File: config.mk
export PLATFORM = sky130hd
export DESIGN_NAME = mms_top
export DESIGN_NICKNAME = d
export VERILOG_FILES = /design/src/core/mms_pkg.sv /design/src/core/mms_tmr_if.sv /design/src/core/mms_top.sv /design/src/core/mms_dly_timer.sv
export VERILOG_INCLUDE_DIRS = /design/src /design/src/core
export SDC_FILE = /design/constraint.sdc
export NUM_CORES = 2
export LEC_CHECK = 0
export BUFFER_PORTS_ARGS = -buffer_cell sky130_fd_sc_hd__buf_2
export CAP_MARGIN = 25
export CORE_UTILIZATION = 50
export CTS_CLUSTER_SIZE = 30
export DETAILED_ROUTE_END_ITERATION = 10
export PLACE_DENSITY = 0.65
export SLEW_MARGIN = 20
export SYNTH_ARGS = -nofsm -noshare
export SYNTH_HDL_FRONTEND = slang
export SYNTH_SLANG_ARGS = --single-unit
File: constraint.sdc
create_clock -name aclk -period 21.5 [get_ports aclk]
set_clock_uncertainty 0.15 [all_clocks]
set_input_delay 3.225 -clock aclk [delete_from_list [all_inputs] [get_ports aclk]]
set_output_delay 3.225 -clock aclk [all_outputs]
set_load 0.02 [all_outputs]
File: src/core/mms_defs.svh
// constants of the relay stager: offsets, fields, reset values, timing
`ifndef MMS_DEFS_SVH
`define MMS_DEFS_SVH
// register word indices, byte address is index times four
`define MMS_IDX_CTRL      5'd0
`define MMS_IDX_AUXCFG    5'd1
`define MMS_IDX_START     5'd2
`define MMS_IDX_STOP      5'd6
`define MMS_IDX_ON_DLY    5'd10
`define MMS_IDX_OFF_DLY   5'd11
`define MMS_IDX_RAMP      5'd12
`define MMS_IDX_PR_DIFF   5'd13
`define MMS_IDX_SLP_DLY   5'd14
`define MMS_IDX_SLP_FREQ  5'd15
`define MMS_IDX_WAKE      5'd16
`define MMS_IDX_ROT_TIME  5'd17
`define MMS_IDX_ROT_LVL   5'd18
`define MMS_IDX_MAX_FREQ  5'd19
`define MMS_IDX_STATUS    5'd20
`define MMS_IDX_RUNTIME   5'd21
`define MMS_NUM_CFG       20
// control and auxiliary config fields
`define MMS_CTRL_RUN      0
`define MMS_CTRL_BYPASS   1
`define MMS_CTRL_ILK      2
`define MMS_CTRL_MODE_LO  4
`define MMS_CTRL_SRC_LO   8
`define MMS_AUX_CNT_LO    0
`define MMS_AUX_FIRST_LO  4
// reset values
`define MMS_RST_AUXCFG    32'h0000_0014
`define MMS_RST_START     32'h0000_1387
`define MMS_RST_STOP      32'h0000_0bb8
`define MMS_RST_DLY       32'h0000_0032
`define MMS_RST_RAMP      32'h0032_0032
`define MMS_RST_PR_DIFF   32'h0000_0002
`define MMS_RST_MAX_FREQ  32'h0000_1770
`define MMS_NUM_AUX       3'd4
// timing: one tick is 0.1 s
`define MMS_CLK_NS        40
`define MMS_TICK_NS       100000000
`define MMS_TICK_CYC      (`MMS_TICK_NS / `MMS_CLK_NS)
`define MMS_TICKS_PER_MIN 10'd599
`endif

File: src/core/mms_pkg.sv
// types of the relay stager
package mms_pkg;
  typedef enum logic [1:0] {
    ST_STOP   = 2'b00,
    ST_RUN    = 2'b01,
    ST_SLEEP  = 2'b10,
    ST_CHANGE = 2'b11
  } mms_state_t;
  typedef enum logic [1:0] {
    SRC_KEYPAD = 2'b00,
    SRC_V1     = 2'b01,
    SRC_I      = 2'b10,
    SRC_PULSE  = 2'b11
  } mms_src_t;
endpackage

File: src/core/mms_tmr_if.sv
// condition, limit and expiry of one delay timer
`timescale 1ns/10ps
interface mms_tmr_if;
  logic        cond;
  logic [15:0] limit;
  logic        done;
  modport tmr (input cond, input limit, output done);
  modport user (output cond, output limit, input done);
endinterface

File: src/core/mms_top.sv
// relay stager for auxiliary motors with axi4-lite registers
//
// Behaviour
// - run time since last auto-change kept as readable hours and minutes.
// - attached auxiliary motor count setting, default four, limits staging.
// - motor starts above its start frequency, after delay, pressure gap high.
// - motors stop highest first below stop frequency, after delay, gap low.
// - start delay counted while start condition holds.
// - separate stop delay counted while stop condition holds.
// - count change selects staging accel or decel time, tenths of second.
// - bypass drives frequency from feedback, also used as stage reference.
// - bypass adds relay at maximum frequency, main restarts from start.
// - bypass disables regulator, forces v/f, needs analogue or pulse source.
// - sleep after running below sleep frequency for the sleep delay.
// - asleep, resume once feedback falls below wake level.
// - zero sleep delay disables sleep.
// - mode 0 fixed first relay, cyclic upward on, reverse off.
// - mode 1 like mode 0, auto-change advances first motor.
// - mode 2 all motors on relays, rotation as mode 1.
// - auto-change needs time, low level, and mode-specific motor count.
// - auto-change stops motor, advances order, continues in new order.
// - auto-change timer advances only while an auxiliary motor runs.
// - mode 2 output frequency below level also triggers auto-change.
// - interlock inputs mark motors usable, unusable ones are skipped.
// - interlock dropping while running releases all, restages without it.
// - setting selects first staged motor, default motor one.
`timescale 1ns/10ps
`include "mms_defs.svh"
module mms_top #(
  parameter int TICK_CYCLES = `MMS_TICK_CYC
) (
  input  wire logic        aclk,
  input  wire logic        aresetn,
  input  wire logic [31:0] s_axi_awaddr,
  input  wire logic        s_axi_awvalid,
  output logic             s_axi_awready,
  input  wire logic [31:0] s_axi_wdata,
  input  wire logic [3:0]  s_axi_wstrb,
  input  wire logic        s_axi_wvalid,
  output logic             s_axi_wready,
  output logic [1:0]       s_axi_bresp,
  output logic             s_axi_bvalid,
  input  wire logic        s_axi_bready,
  input  wire logic [31:0] s_axi_araddr,
  input  wire logic        s_axi_arvalid,
  output logic             s_axi_arready,
  output logic [31:0]      s_axi_rdata,
  output logic [1:0]       s_axi_rresp,
  output logic             s_axi_rvalid,
  input  wire logic        s_axi_rready,
  input  wire logic [15:0] out_freq,
  input  wire logic [15:0] reference,
  input  wire logic [15:0] feedback,
  input  wire logic [15:0] regulator_freq,
  input  wire logic [3:0]  interlock_inputs,
  output logic [3:0]       staged_motor_outputs,
  output logic             drive_run,
  output logic [15:0]      cmd_freq,
  output logic [15:0]      ramp_time,
  output logic             ramp_up,
  output logic             bypass_restart,
  output logic             pid_enable,
  output logic             vf_force,
  output logic             asleep
);
  logic [31:0]        cfg_q [`MMS_NUM_CFG];
  logic               aw_full_q, w_full_q;
  logic [4:0]         aw_idx_q;
  logic               aw_bad_q;
  logic [31:0]        wdata_q;
  logic [3:0]         wstrb_q;
  logic [21:0]        div_q;
  logic               tick;
  mms_pkg::mms_state_t st_q;
  logic [2:0]         cnt_q;
  logic [3:0]         relay_q;
  logic               kick_q;
  logic [1:0]         adv_q;
  logic [9:0]         sub_q;
  logic [5:0]         min_q;
  logic [7:0]         hour_q;
  logic [15:0]        tot_min_q;
  logic [15:0]        ramp_q;
  logic               ramp_up_q, restart_q;
  logic [15:0]        cmd_q;
  logic [1:0]         pos;
  logic               bypass_ok;

  ////////////////////////////////////////////////////////////////////////
  // functions

  // reset value of each setting word
  function automatic logic [31:0] rst_val(input int i);
    if (i == int'(`MMS_IDX_AUXCFG)) return `MMS_RST_AUXCFG;
    if (i >= int'(`MMS_IDX_START) && i < int'(`MMS_IDX_STOP))
      return `MMS_RST_START;
    if (i >= int'(`MMS_IDX_STOP) && i < int'(`MMS_IDX_ON_DLY))
      return `MMS_RST_STOP;
    if (i == int'(`MMS_IDX_ON_DLY) || i == int'(`MMS_IDX_OFF_DLY))
      return `MMS_RST_DLY;
    if (i == int'(`MMS_IDX_RAMP)) return `MMS_RST_RAMP;
    if (i == int'(`MMS_IDX_PR_DIFF)) return `MMS_RST_PR_DIFF;
    if (i == int'(`MMS_IDX_MAX_FREQ)) return `MMS_RST_MAX_FREQ;
    return 32'h0000_0000;
  endfunction

  // byte-lane merge of a write
  function automatic logic [31:0] merge(input logic [31:0] old,
                                        input logic [31:0] nw,
                                        input logic [3:0]  be);
    logic [31:0] r;
    r = old;
    for (int b = 0; b < 4; b++) begin
      if (be[b]) r[8*b +: 8] = nw[8*b +: 8];
    end
    return r;
  endfunction

  // relays closed for a count, cyclic from the first motor
  function automatic logic [3:0] stage_mask(input logic [1:0] pos,
                                            input logic [2:0] n,
                                            input logic [3:0] usable,
                                            input logic [2:0] cnt);
    logic [3:0] m;
    logic [2:0] c;
    logic [2:0] p;
    m = 4'h0;
    c = 3'd0;
    p = {1'b0, pos};
    for (int k = 0; k < 4; k++) begin
      if (3'(k) < n) begin
        if (usable[p[1:0]] && c < cnt) begin
          m[p[1:0]] = 1'b1;
          c = c + 3'd1;
        end
        p = (p + 3'd1 == n) ? 3'd0 : p + 3'd1;
      end
    end
    return m;
  endfunction

  ////////////////////////////////////////////////////////////////////////
  // axi4-lite slave

  wire wr_go = aw_full_q && w_full_q && !s_axi_bvalid;
  assign s_axi_awready = !aw_full_q && !s_axi_bvalid;
  assign s_axi_wready  = !w_full_q && !s_axi_bvalid;
  assign s_axi_arready = !s_axi_rvalid;

  // address and data captured in either order
  always_ff @(posedge aclk) begin
    if (!aresetn) begin
      aw_full_q <= 1'b0;
      w_full_q  <= 1'b0;
      aw_idx_q  <= 5'd0;
      aw_bad_q  <= 1'b0;
      wdata_q   <= 32'h0000_0000;
      wstrb_q   <= 4'h0;
    end else begin
      if (s_axi_awvalid && s_axi_awready) begin
        aw_full_q <= 1'b1;
        aw_idx_q  <= s_axi_awaddr[6:2];
        aw_bad_q  <= s_axi_awaddr[31:7] != 25'd0 ||
                     s_axi_awaddr[6:2] >= 5'(`MMS_NUM_CFG);
      end else if (wr_go) begin
        aw_full_q <= 1'b0;
      end
      if (s_axi_wvalid && s_axi_wready) begin
        w_full_q <= 1'b1;
        wdata_q  <= s_axi_wdata;
        wstrb_q  <= s_axi_wstrb;
      end else if (wr_go) begin
        w_full_q <= 1'b0;
      end
    end
  end

  // write response, slverr for unmapped or read-only words
  always_ff @(posedge aclk) begin
    if (!aresetn) begin
      s_axi_bvalid <= 1'b0;
      s_axi_bresp  <= 2'b00;
    end else if (wr_go) begin
      s_axi_bvalid <= 1'b1;
      s_axi_bresp  <= aw_bad_q ? 2'b10 : 2'b00;
    end else if (s_axi_bready) begin
      s_axi_bvalid <= 1'b0;
    end
  end

  // setting words
  generate
    for (genvar i = 0; i < `MMS_NUM_CFG; i++) begin : g_cfg
      always_ff @(posedge aclk) begin
        if (!aresetn) begin
          cfg_q[i] <= rst_val(i);
        end else if (wr_go && !aw_bad_q && aw_idx_q == 5'(i)) begin
          cfg_q[i] <= merge(cfg_q[i], wdata_q, wstrb_q);
        end
      end
    end
  endgenerate

  // read data, settings then status words
  always_ff @(posedge aclk) begin
    if (!aresetn) begin
      s_axi_rvalid <= 1'b0;
      s_axi_rdata  <= 32'h0000_0000;
      s_axi_rresp  <= 2'b00;
    end else if (s_axi_arvalid && s_axi_arready) begin
      s_axi_rvalid <= 1'b1;
      s_axi_rresp  <= 2'b00;
      s_axi_rdata  <= 32'h0000_0000;
      if (s_axi_araddr[31:7] != 25'd0) begin
        s_axi_rresp <= 2'b10;
      end else if (s_axi_araddr[6:2] < 5'(`MMS_NUM_CFG)) begin
        s_axi_rdata <= cfg_q[s_axi_araddr[6:2]];
      end else if (s_axi_araddr[6:2] == `MMS_IDX_STATUS) begin
        s_axi_rdata <= {19'd0, bypass_ok, relay_q, pos, st_q, 1'b0, cnt_q};
      end else if (s_axi_araddr[6:2] == `MMS_IDX_RUNTIME) begin
        s_axi_rdata <= {16'd0, hour_q, 2'b00, min_q};
      end else begin
        s_axi_rresp <= 2'b10;
      end
    end else if (s_axi_rready) begin
      s_axi_rvalid <= 1'b0;
    end
  end

  ////////////////////////////////////////////////////////////////////////
  // settings decode

  wire [31:0] ctrl    = cfg_q[`MMS_IDX_CTRL];
  wire [31:0] auxcfg  = cfg_q[`MMS_IDX_AUXCFG];
  wire        run_cmd = ctrl[`MMS_CTRL_RUN];
  wire        ilk_en  = ctrl[`MMS_CTRL_ILK];
  wire [1:0]  mode    = ctrl[`MMS_CTRL_MODE_LO +: 2];
  wire [1:0]  src     = ctrl[`MMS_CTRL_SRC_LO +: 2];
  wire [2:0]  ncfg    = auxcfg[`MMS_AUX_CNT_LO +: 3];
  wire [2:0]  first   = auxcfg[`MMS_AUX_FIRST_LO +: 3];
  // out-of-range counts fall back to four motors
  wire [2:0]  n_aux   = (ncfg == 3'd0 || ncfg > `MMS_NUM_AUX) ?
                        `MMS_NUM_AUX : ncfg;
  // first motor setting is one-based
  wire [2:0]  base    = (first == 3'd0 || first > n_aux) ?
                        3'd0 : first - 3'd1;
  wire [2:0]  pos_sum = base + {1'b0, adv_q};
  wire [2:0]  pos_w   = (pos_sum >= n_aux) ? pos_sum - n_aux : pos_sum;
  assign pos       = pos_w[1:0];
  assign bypass_ok = ctrl[`MMS_CTRL_BYPASS] &&
                     src != mms_pkg::SRC_KEYPAD;
  wire [3:0]  usable  = ilk_en ? interlock_inputs : 4'hf;
  wire [3:0]  full_m  = stage_mask(pos, n_aux, usable, `MMS_NUM_AUX);
  wire [2:0]  max_cnt = 3'(full_m[0]) + 3'(full_m[1]) +
                        3'(full_m[2]) + 3'(full_m[3]);

  ////////////////////////////////////////////////////////////////////////
  // tick and delay timers

  // one pulse every 0.1 s
  always_ff @(posedge aclk) begin
    if (!aresetn) begin
      div_q <= 22'd0;
    end else if (div_q == 22'(TICK_CYCLES - 1)) begin
      div_q <= 22'd0;
    end else begin
      div_q <= div_q + 22'd1;
    end
  end
  assign tick = (div_q == 22'(TICK_CYCLES - 1));

  mms_tmr_if tmr [3] ();
  generate
    for (genvar j = 0; j < 3; j++) begin : g_tmr
      mms_dly_timer u_tmr (
        .aclk    (aclk),
        .aresetn (aresetn),
        .tick    (tick),
        .t       (tmr[j])
      );
    end
  endgenerate

  // stage reference is feedback in bypass
  wire [15:0] ref_f  = bypass_ok ? feedback : out_freq;
  wire signed [16:0] gap = $signed({1'b0, reference}) -
                           $signed({1'b0, feedback});
  wire signed [16:0] thr = $signed({1'b0, cfg_q[`MMS_IDX_PR_DIFF][15:0]});
  wire [15:0] on_f   = cfg_q[`MMS_IDX_START + 5'(cnt_q[1:0])][15:0];
  wire [15:0] off_f  = cfg_q[`MMS_IDX_STOP + 5'(cnt_q[1:0] - 2'd1)][15:0];
  wire [15:0] max_f  = cfg_q[`MMS_IDX_MAX_FREQ][15:0];
  wire        live   = st_q == mms_pkg::ST_RUN && !kick_q;
  // bypass stages when the main motor reaches maximum frequency
  wire on_cond  = live && cnt_q < max_cnt && gap > thr &&
                  (bypass_ok ? out_freq >= max_f : ref_f > on_f);
  wire off_cond = live && cnt_q != 3'd0 && gap < thr &&
                  ref_f < off_f;
  wire [15:0] slp_dly = cfg_q[`MMS_IDX_SLP_DLY][15:0];
  wire slp_cond = st_q == mms_pkg::ST_RUN && slp_dly != 16'h0000 &&
                  out_freq < cfg_q[`MMS_IDX_SLP_FREQ][15:0];

  assign tmr[0].cond  = on_cond;
  assign tmr[0].limit = cfg_q[`MMS_IDX_ON_DLY][15:0];
  assign tmr[1].cond  = off_cond;
  assign tmr[1].limit = cfg_q[`MMS_IDX_OFF_DLY][15:0];
  assign tmr[2].cond  = slp_cond;
  assign tmr[2].limit = slp_dly;
  wire on_go  = tmr[0].done;
  wire off_go = tmr[1].done && !on_go;

  ////////////////////////////////////////////////////////////////////////
  // operating state

  wire [15:0] rot_lvl = cfg_q[`MMS_IDX_ROT_LVL][15:0];
  wire lvl_ok  = feedback < rot_lvl ||
                 (mode == 2'd2 && out_freq < rot_lvl);
  wire cnt_ok  = (mode == 2'd1 && cnt_q == 3'd0) ||
                 (mode == 2'd2 && cnt_q == 3'd1);
  wire ac_fire = st_q == mms_pkg::ST_RUN && mode != 2'd0 && lvl_ok &&
                 cnt_ok && tot_min_q >= cfg_q[`MMS_IDX_ROT_TIME][15:0];
  wire ilk_trip = ilk_en && |(relay_q & ~interlock_inputs);

  // run, sleep and auto-change sequencing
  always_ff @(posedge aclk) begin
    if (!aresetn) begin
      st_q <= mms_pkg::ST_STOP;
    end else begin
      case (st_q)
        mms_pkg::ST_STOP: begin
          if (run_cmd) st_q <= mms_pkg::ST_RUN;
        end
        mms_pkg::ST_RUN: begin
          if (!run_cmd) st_q <= mms_pkg::ST_STOP;
          else if (tmr[2].done) st_q <= mms_pkg::ST_SLEEP;
          else if (ac_fire) st_q <= mms_pkg::ST_CHANGE;
        end
        mms_pkg::ST_SLEEP: begin
          if (!run_cmd) st_q <= mms_pkg::ST_STOP;
          else if (feedback < cfg_q[`MMS_IDX_WAKE][15:0])
            st_q <= mms_pkg::ST_RUN;
        end
        mms_pkg::ST_CHANGE: begin
          if (tick) st_q <= mms_pkg::ST_RUN;
        end
        default: st_q <= mms_pkg::ST_STOP;
      endcase
    end
  end

  // staged count, released outside running
  always_ff @(posedge aclk) begin
    if (!aresetn) begin
      cnt_q     <= 3'd0;
      kick_q    <= 1'b0;
      ramp_q    <= 16'h0000;
      ramp_up_q <= 1'b0;
      restart_q <= 1'b0;
    end else begin
      kick_q    <= 1'b0;
      restart_q <= 1'b0;
      if (st_q == mms_pkg::ST_CHANGE) begin
        cnt_q <= (tick && mode == 2'd2) ? 3'd1 : 3'd0;
      end else if (st_q != mms_pkg::ST_RUN || ilk_trip) begin
        cnt_q <= 3'd0;
      end else if (cnt_q > max_cnt) begin
        cnt_q <= max_cnt;
      end else if (on_go) begin
        cnt_q     <= cnt_q + 3'd1;
        kick_q    <= 1'b1;
        ramp_q    <= cfg_q[`MMS_IDX_RAMP][15:0];
        ramp_up_q <= 1'b1;
        restart_q <= bypass_ok;
      end else if (off_go) begin
        cnt_q     <= cnt_q - 3'd1;
        kick_q    <= 1'b1;
        ramp_q    <= cfg_q[`MMS_IDX_RAMP][31:16];
        ramp_up_q <= 1'b0;
      end
    end
  end

  // relays follow the count along the cyclic order
  always_ff @(posedge aclk) begin
    if (!aresetn) begin
      relay_q <= 4'h0;
    end else if (ilk_trip) begin
      relay_q <= 4'h0;
    end else begin
      relay_q <= stage_mask(pos, n_aux, usable, cnt_q);
    end
  end

  // first motor advances on each auto-change
  always_ff @(posedge aclk) begin
    if (!aresetn) begin
      adv_q <= 2'd0;
    end else if (st_q == mms_pkg::ST_RUN && ac_fire) begin
      adv_q <= (3'(adv_q) + 3'd1 >= n_aux) ? 2'd0 : adv_q + 2'd1;
    end
  end

  // run time since the last auto-change
  always_ff @(posedge aclk) begin
    if (!aresetn || st_q == mms_pkg::ST_CHANGE) begin
      sub_q     <= 10'd0;
      min_q     <= 6'd0;
      hour_q    <= 8'd0;
      tot_min_q <= 16'h0000;
    end else if (tick && cnt_q != 3'd0) begin
      sub_q <= sub_q + 10'd1;
      if (sub_q == `MMS_TICKS_PER_MIN) begin
        sub_q     <= 10'd0;
        tot_min_q <= (tot_min_q == 16'hffff) ? tot_min_q :
                     tot_min_q + 16'h0001;
        if (min_q == 6'd59) begin
          min_q  <= 6'd0;
          hour_q <= hour_q + 8'd1;
        end else begin
          min_q <= min_q + 6'd1;
        end
      end
    end
  end

  // commanded frequency source
  always_ff @(posedge aclk) begin
    if (!aresetn) begin
      cmd_q <= 16'h0000;
    end else begin
      cmd_q <= bypass_ok ? feedback : regulator_freq;
    end
  end

  ////////////////////////////////////////////////////////////////////////
  // outputs

  assign staged_motor_outputs = relay_q;
  assign drive_run      = st_q == mms_pkg::ST_RUN;
  assign cmd_freq       = cmd_q;
  assign ramp_time      = ramp_q;
  assign ramp_up        = ramp_up_q;
  assign bypass_restart = restart_q;
  assign pid_enable     = !bypass_ok;
  assign vf_force       = bypass_ok;
  assign asleep         = st_q == mms_pkg::ST_SLEEP;
endmodule

File: src/core/mms_dly_timer.sv
// delay timer counting ticks while its condition holds
`timescale 1ns/10ps
module mms_dly_timer (
  input  wire logic aclk,
  input  wire logic aresetn,
  input  wire logic tick,
  mms_tmr_if.tmr    t
);
  logic [15:0] cnt_q;

  // clears as soon as the condition lapses
  always_ff @(posedge aclk) begin
    if (!aresetn) begin
      cnt_q <= 16'h0000;
    end else if (!t.cond) begin
      cnt_q <= 16'h0000;
    end else if (tick && cnt_q != t.limit) begin
      cnt_q <= cnt_q + 16'h0001;
    end
  end

  assign t.done = t.cond && (cnt_q == t.limit);
endmodule

==> summary.txt <==
Status
  – Status: finished, final reports clean

Clock tree
  – Clk Latency, worst-skew pair: 700 ps
  – Total number of H-tree levels: 3
  – Postcts setup bufs: 0
  – CTS Sinks: 876
  – Hold-fix buffers, CTS: 0
  – TritonCTS buffer count: 95
  – TritonCTS clock tree: yes
  – CTS root buf: clkbuf_16
  – Clock-pin slew on the worst setup and hold paths: ~60 ps
  – Post_cts resized: 0
  – Max clock buf depth: 3

Detailed routing
  – Drt first pass iters: 5
  – DR DRC count: 0
  – Final ANT Viol Nets: 0
  – Via density: 6.10
  – Via count: 34500
  – Routed WL: 147000 um
  – DR iter-0 viols: 3908
  – Avg WL per Cell: 26.1 um

Global routing
  – Overflow after GRT: 0
  – Initial antenna violation count: 7
  – Met1 usage: between 40% and 50%
  – Grt peak-use layer: met2
  – Met2 Use GR: 46.4%
  – Overall global routing resource usage: 29.8%
  – Vias in the first global route: 33200
  – Met3 GRT Util: 6.34%
  – Largest net degree at the start of global routing: between 100 and 150
  – Global-route wire length before repair: 217000 um

Layout
  – Nets: about 4700
  – Area growth, synth to finish: 11.4%
  – Share of layout cells above drive strength 1: 19.7%
  – Final Non-Filler Cells: approximately 5700
  – Util after Layout: 56.5%

Floorplan
  – Site Rows: 113
  – Die H: between 300 and 400 um
  – Total core area: between 0.09 and 0.1 mm2
  – Die width: 313 um
  – Num ports: between 200 and 300
  – Die ar.: 0.0981 mm2
  – Starting Density: 50.8%

Setup path
  – Worst Setup Path Type: flop to flop
  – Setup crit start kind: flop
  – Cell mode on critical path: ha_1
  – Slowest stage cell, crit path: o221ai_1
  – R2R Setup Slk: roughly 8400 ps
  – CP Max Fanout: 32
  – CP endpoint kind: flop
  – Max stage delay on crit path: between 600 and 700 ps
  – Worst path required time: roughly 22000 ps
  – Critical path arrival: 13580 ps

Pwr
  – Peak supply drop: 0.0000585 V
  – Sw Share: roughly a quarter
  – Sequential share of power: 45.0%
  – Int Pwr: approximately 0.0031 W
  – Clock power share: 40.1%
  – Power Dens Cells: 78.9 mW/mm2
  – Gate power share: roughly 15%
  – Net switching power: 0.00113 W
  – LEAKAGE: 21.0 nW

Timing
  – Period utilisation layout: 61.1%
  – # setup viols final: 0
  – Final worst slack: approximately 8400 ps
  – Sum Neg Setup Slack: 0 ps
  – Unrepaired setup endpoints after global routing: no
  – Hold Slack: 302 ps
  – Worst slew pin tran: 1130 ps
  – Maximum operating frequency: 76.2 MHz
  – Slew HR: between 20% and 30%
  – Final Hold Vio Count: 0
  – Max-slew violations: 0
  – Minimum clock period: ~13000 ps

Placement
  – Placed cell count: 5464
  – Port bufs: 251
  – Worst slack at placement: 8590 ps
  – Half-perimeter wire length after placement: 105000 um
  – Final GP Congestion: just under 1

Yosys
  – YS warnings: 0
  – Seq/Total Area, Yosys: 49.4%
  – Synth Flop Type: edfxtp_1
  – Flops & latches, synth: between 800 and 900
  – Synthesized area: 0.0484 mm2
  – Number of flops mapped to enable cells by yosys: 640
  – Synth async-reset ratio: 0%
  – Yosys cell types: 93
  – Post-Syn Instances: 4203
  – Syn_area_per_cell: 11.5 um2

Worst hold path
  – Hold Path Class: flop to flop

Job
  – Max-Cap Viols: 0
state kept, by name, indices dropped and copies added, names as in the netlist, 10 cells and up:
signal and flops:
cmd_freq 16, s_axi_rdata 32, wdata_q 32, g_tmr.u_tmr.cnt_q 48
ramp_time 16, sub_q 10, tot_min_q 16, cfg_q 640
div_q 22
metrics by stage:
stage               cell area, um2  power, W
floorplan                    48400   0.00235
global placement             50600   0.00256
detailed placement           50600   0.00257
CTS                          53900   0.00426
global route                 53900   0.00438
finish                       54000   0.00426
metal layers:
layer / wire [um] / part of all wire (%)
met3: 14700 / 10
met2: 67400 / 46
met4: 4890 / 3.3
met1: 60100 / 41
met5: 25 / 0.017
final timing paths:
check / from / to / cells after the start
worst max-delay path: cfg_q[1][0] / ramp_time[4] / 48
worst min-delay path: s_axi_rdata[11] / s_axi_rdata[11] / 2
worst max register to register: cfg_q[1][0] / ramp_time[4] / 48
worst min register to register: s_axi_rdata[11] / s_axi_rdata[11] / 2
cell usage in the layout, fill, tap and decap left out, types with 13 or more instances in the layout:
cell type    n
a211oi_1    31
a21o_1      33
a21oi_1    154
and2_1     372
and3_1     219
buf_2      248
buf_4       49
clkbuf_1    22
clkbuf_16   97
clkbuf_8    18
clkinv_2    15
dfxtp_1    232
edfxtp_1   640
ha_1       202
inv_1      188
mux2i_1     62
mux4_2     287
nand2_1    429
nand2b_1    38
nand3_1     62
nand4_1     59
nor2_1     281
nor2_2      13
nor2b_1     21
nor3_1      30
nor4_1      27
o21a_1      19
o21ai_0     75
or2_2       66
or3_1       29
xnor2_1     95
xor2_1      66
synth_stat cells (all sizes together), types with 6 or more instances:
library cell | n | area share [%]
o21a | 19 | 0.29
a21boi | 6 | 0.093
a31oi | 10 | 0.16
ha | 203 | 5.2
inv | 192 | 1.5
xor2 | 66 | 1.2
nor3 | 33 | 0.35
mux4 | 287 | 13
mux2i | 62 | 1.3
and3 | 219 | 2.8
nor4 | 31 | 0.43
buf | 55 | 0.53
or3 | 29 | 0.37
xnor2 | 95 | 1.7
nand2 | 429 | 3.3
a21o | 33 | 0.51
a211oi | 32 | 0.51
nor2 | 294 | 2.3
o31ai | 6 | 0.12
nand2b | 38 | 0.49
edfxtp | 640 | 40
a21oi | 155 | 1.6
nor2b | 22 | 0.29
and2 | 374 | 4.8
clkbuf | 251 | 1.9
a221oi | 7 | 0.13
or2 | 68 | 0.88
o211ai | 6 | 0.093
nand4 | 59 | 0.76
nand3 | 62 | 0.64
dfxtp | 236 | 9.8
nand3b | 7 | 0.11
o21ai | 80 | 0.83
kinds of logic (layout without fill, tap and decap cells):
logic type / Yosys count / after routing / share of synthesized area, %
other: 1 / 5 / 0.00774
muxes: 352 / 352 / 14.7
AOI/OAI and AO/OA: 424 / 424 / 5.65
xor gates and xnor gates: 161 / 161 / 2.91
and+or+nand+nor: 1684 / 1684 / 18.0
adders and majority gates: 206 / 206 / 5.37
DFF: 876 / 876 / 49.4
buffers and inverters: 499 / 678 / 3.97
power by group through the flow:
stage / Combinational [W] / Sequential (W) / Clock [W]
after floorplan: 0.000437 / 0.00191 / 0
after global placement: 0.000609 / 0.00195 / 0
after detailed placement: 0.000619 / 0.00195 / 0
after CTS: 0.000621 / 0.00192 / 0.00172
after global routing: 0.000678 / 0.00192 / 0.00178
final: 0.000634 / 0.00191 / 0.00171
worst max-delay path, delay by kind of cell (launching register included):
kind                       cells  cell delay [ps]
muxes                          1              340
adders and majority gates     10             3590
xor gates and xnor gates       2              500
DFF                            1              520
buffers and inverters          8             1200
AOI/OAI and AO/OA             12             3270
and+or+nand+nor               15             3440
cell type report:
| type | instances | area, um2 |
|---|---|---|
| Antenna cell | 3 | 7.51 |
| Clock buffer | 140 | 2770 |
| Clock inverter | 38 | 480 |
| Fill cell | 7960 | 41500 |
| Inverter | 193 | 727 |
| Multi-Input combinational cell | 2829 | 22700 |
| Sequential cell | 876 | 24000 |
| Tap cell | 1265 | 1580 |
| Timing Repair Buffer | 307 | 1760 |
Note: power is estimated with default switching activity, not from simulation.
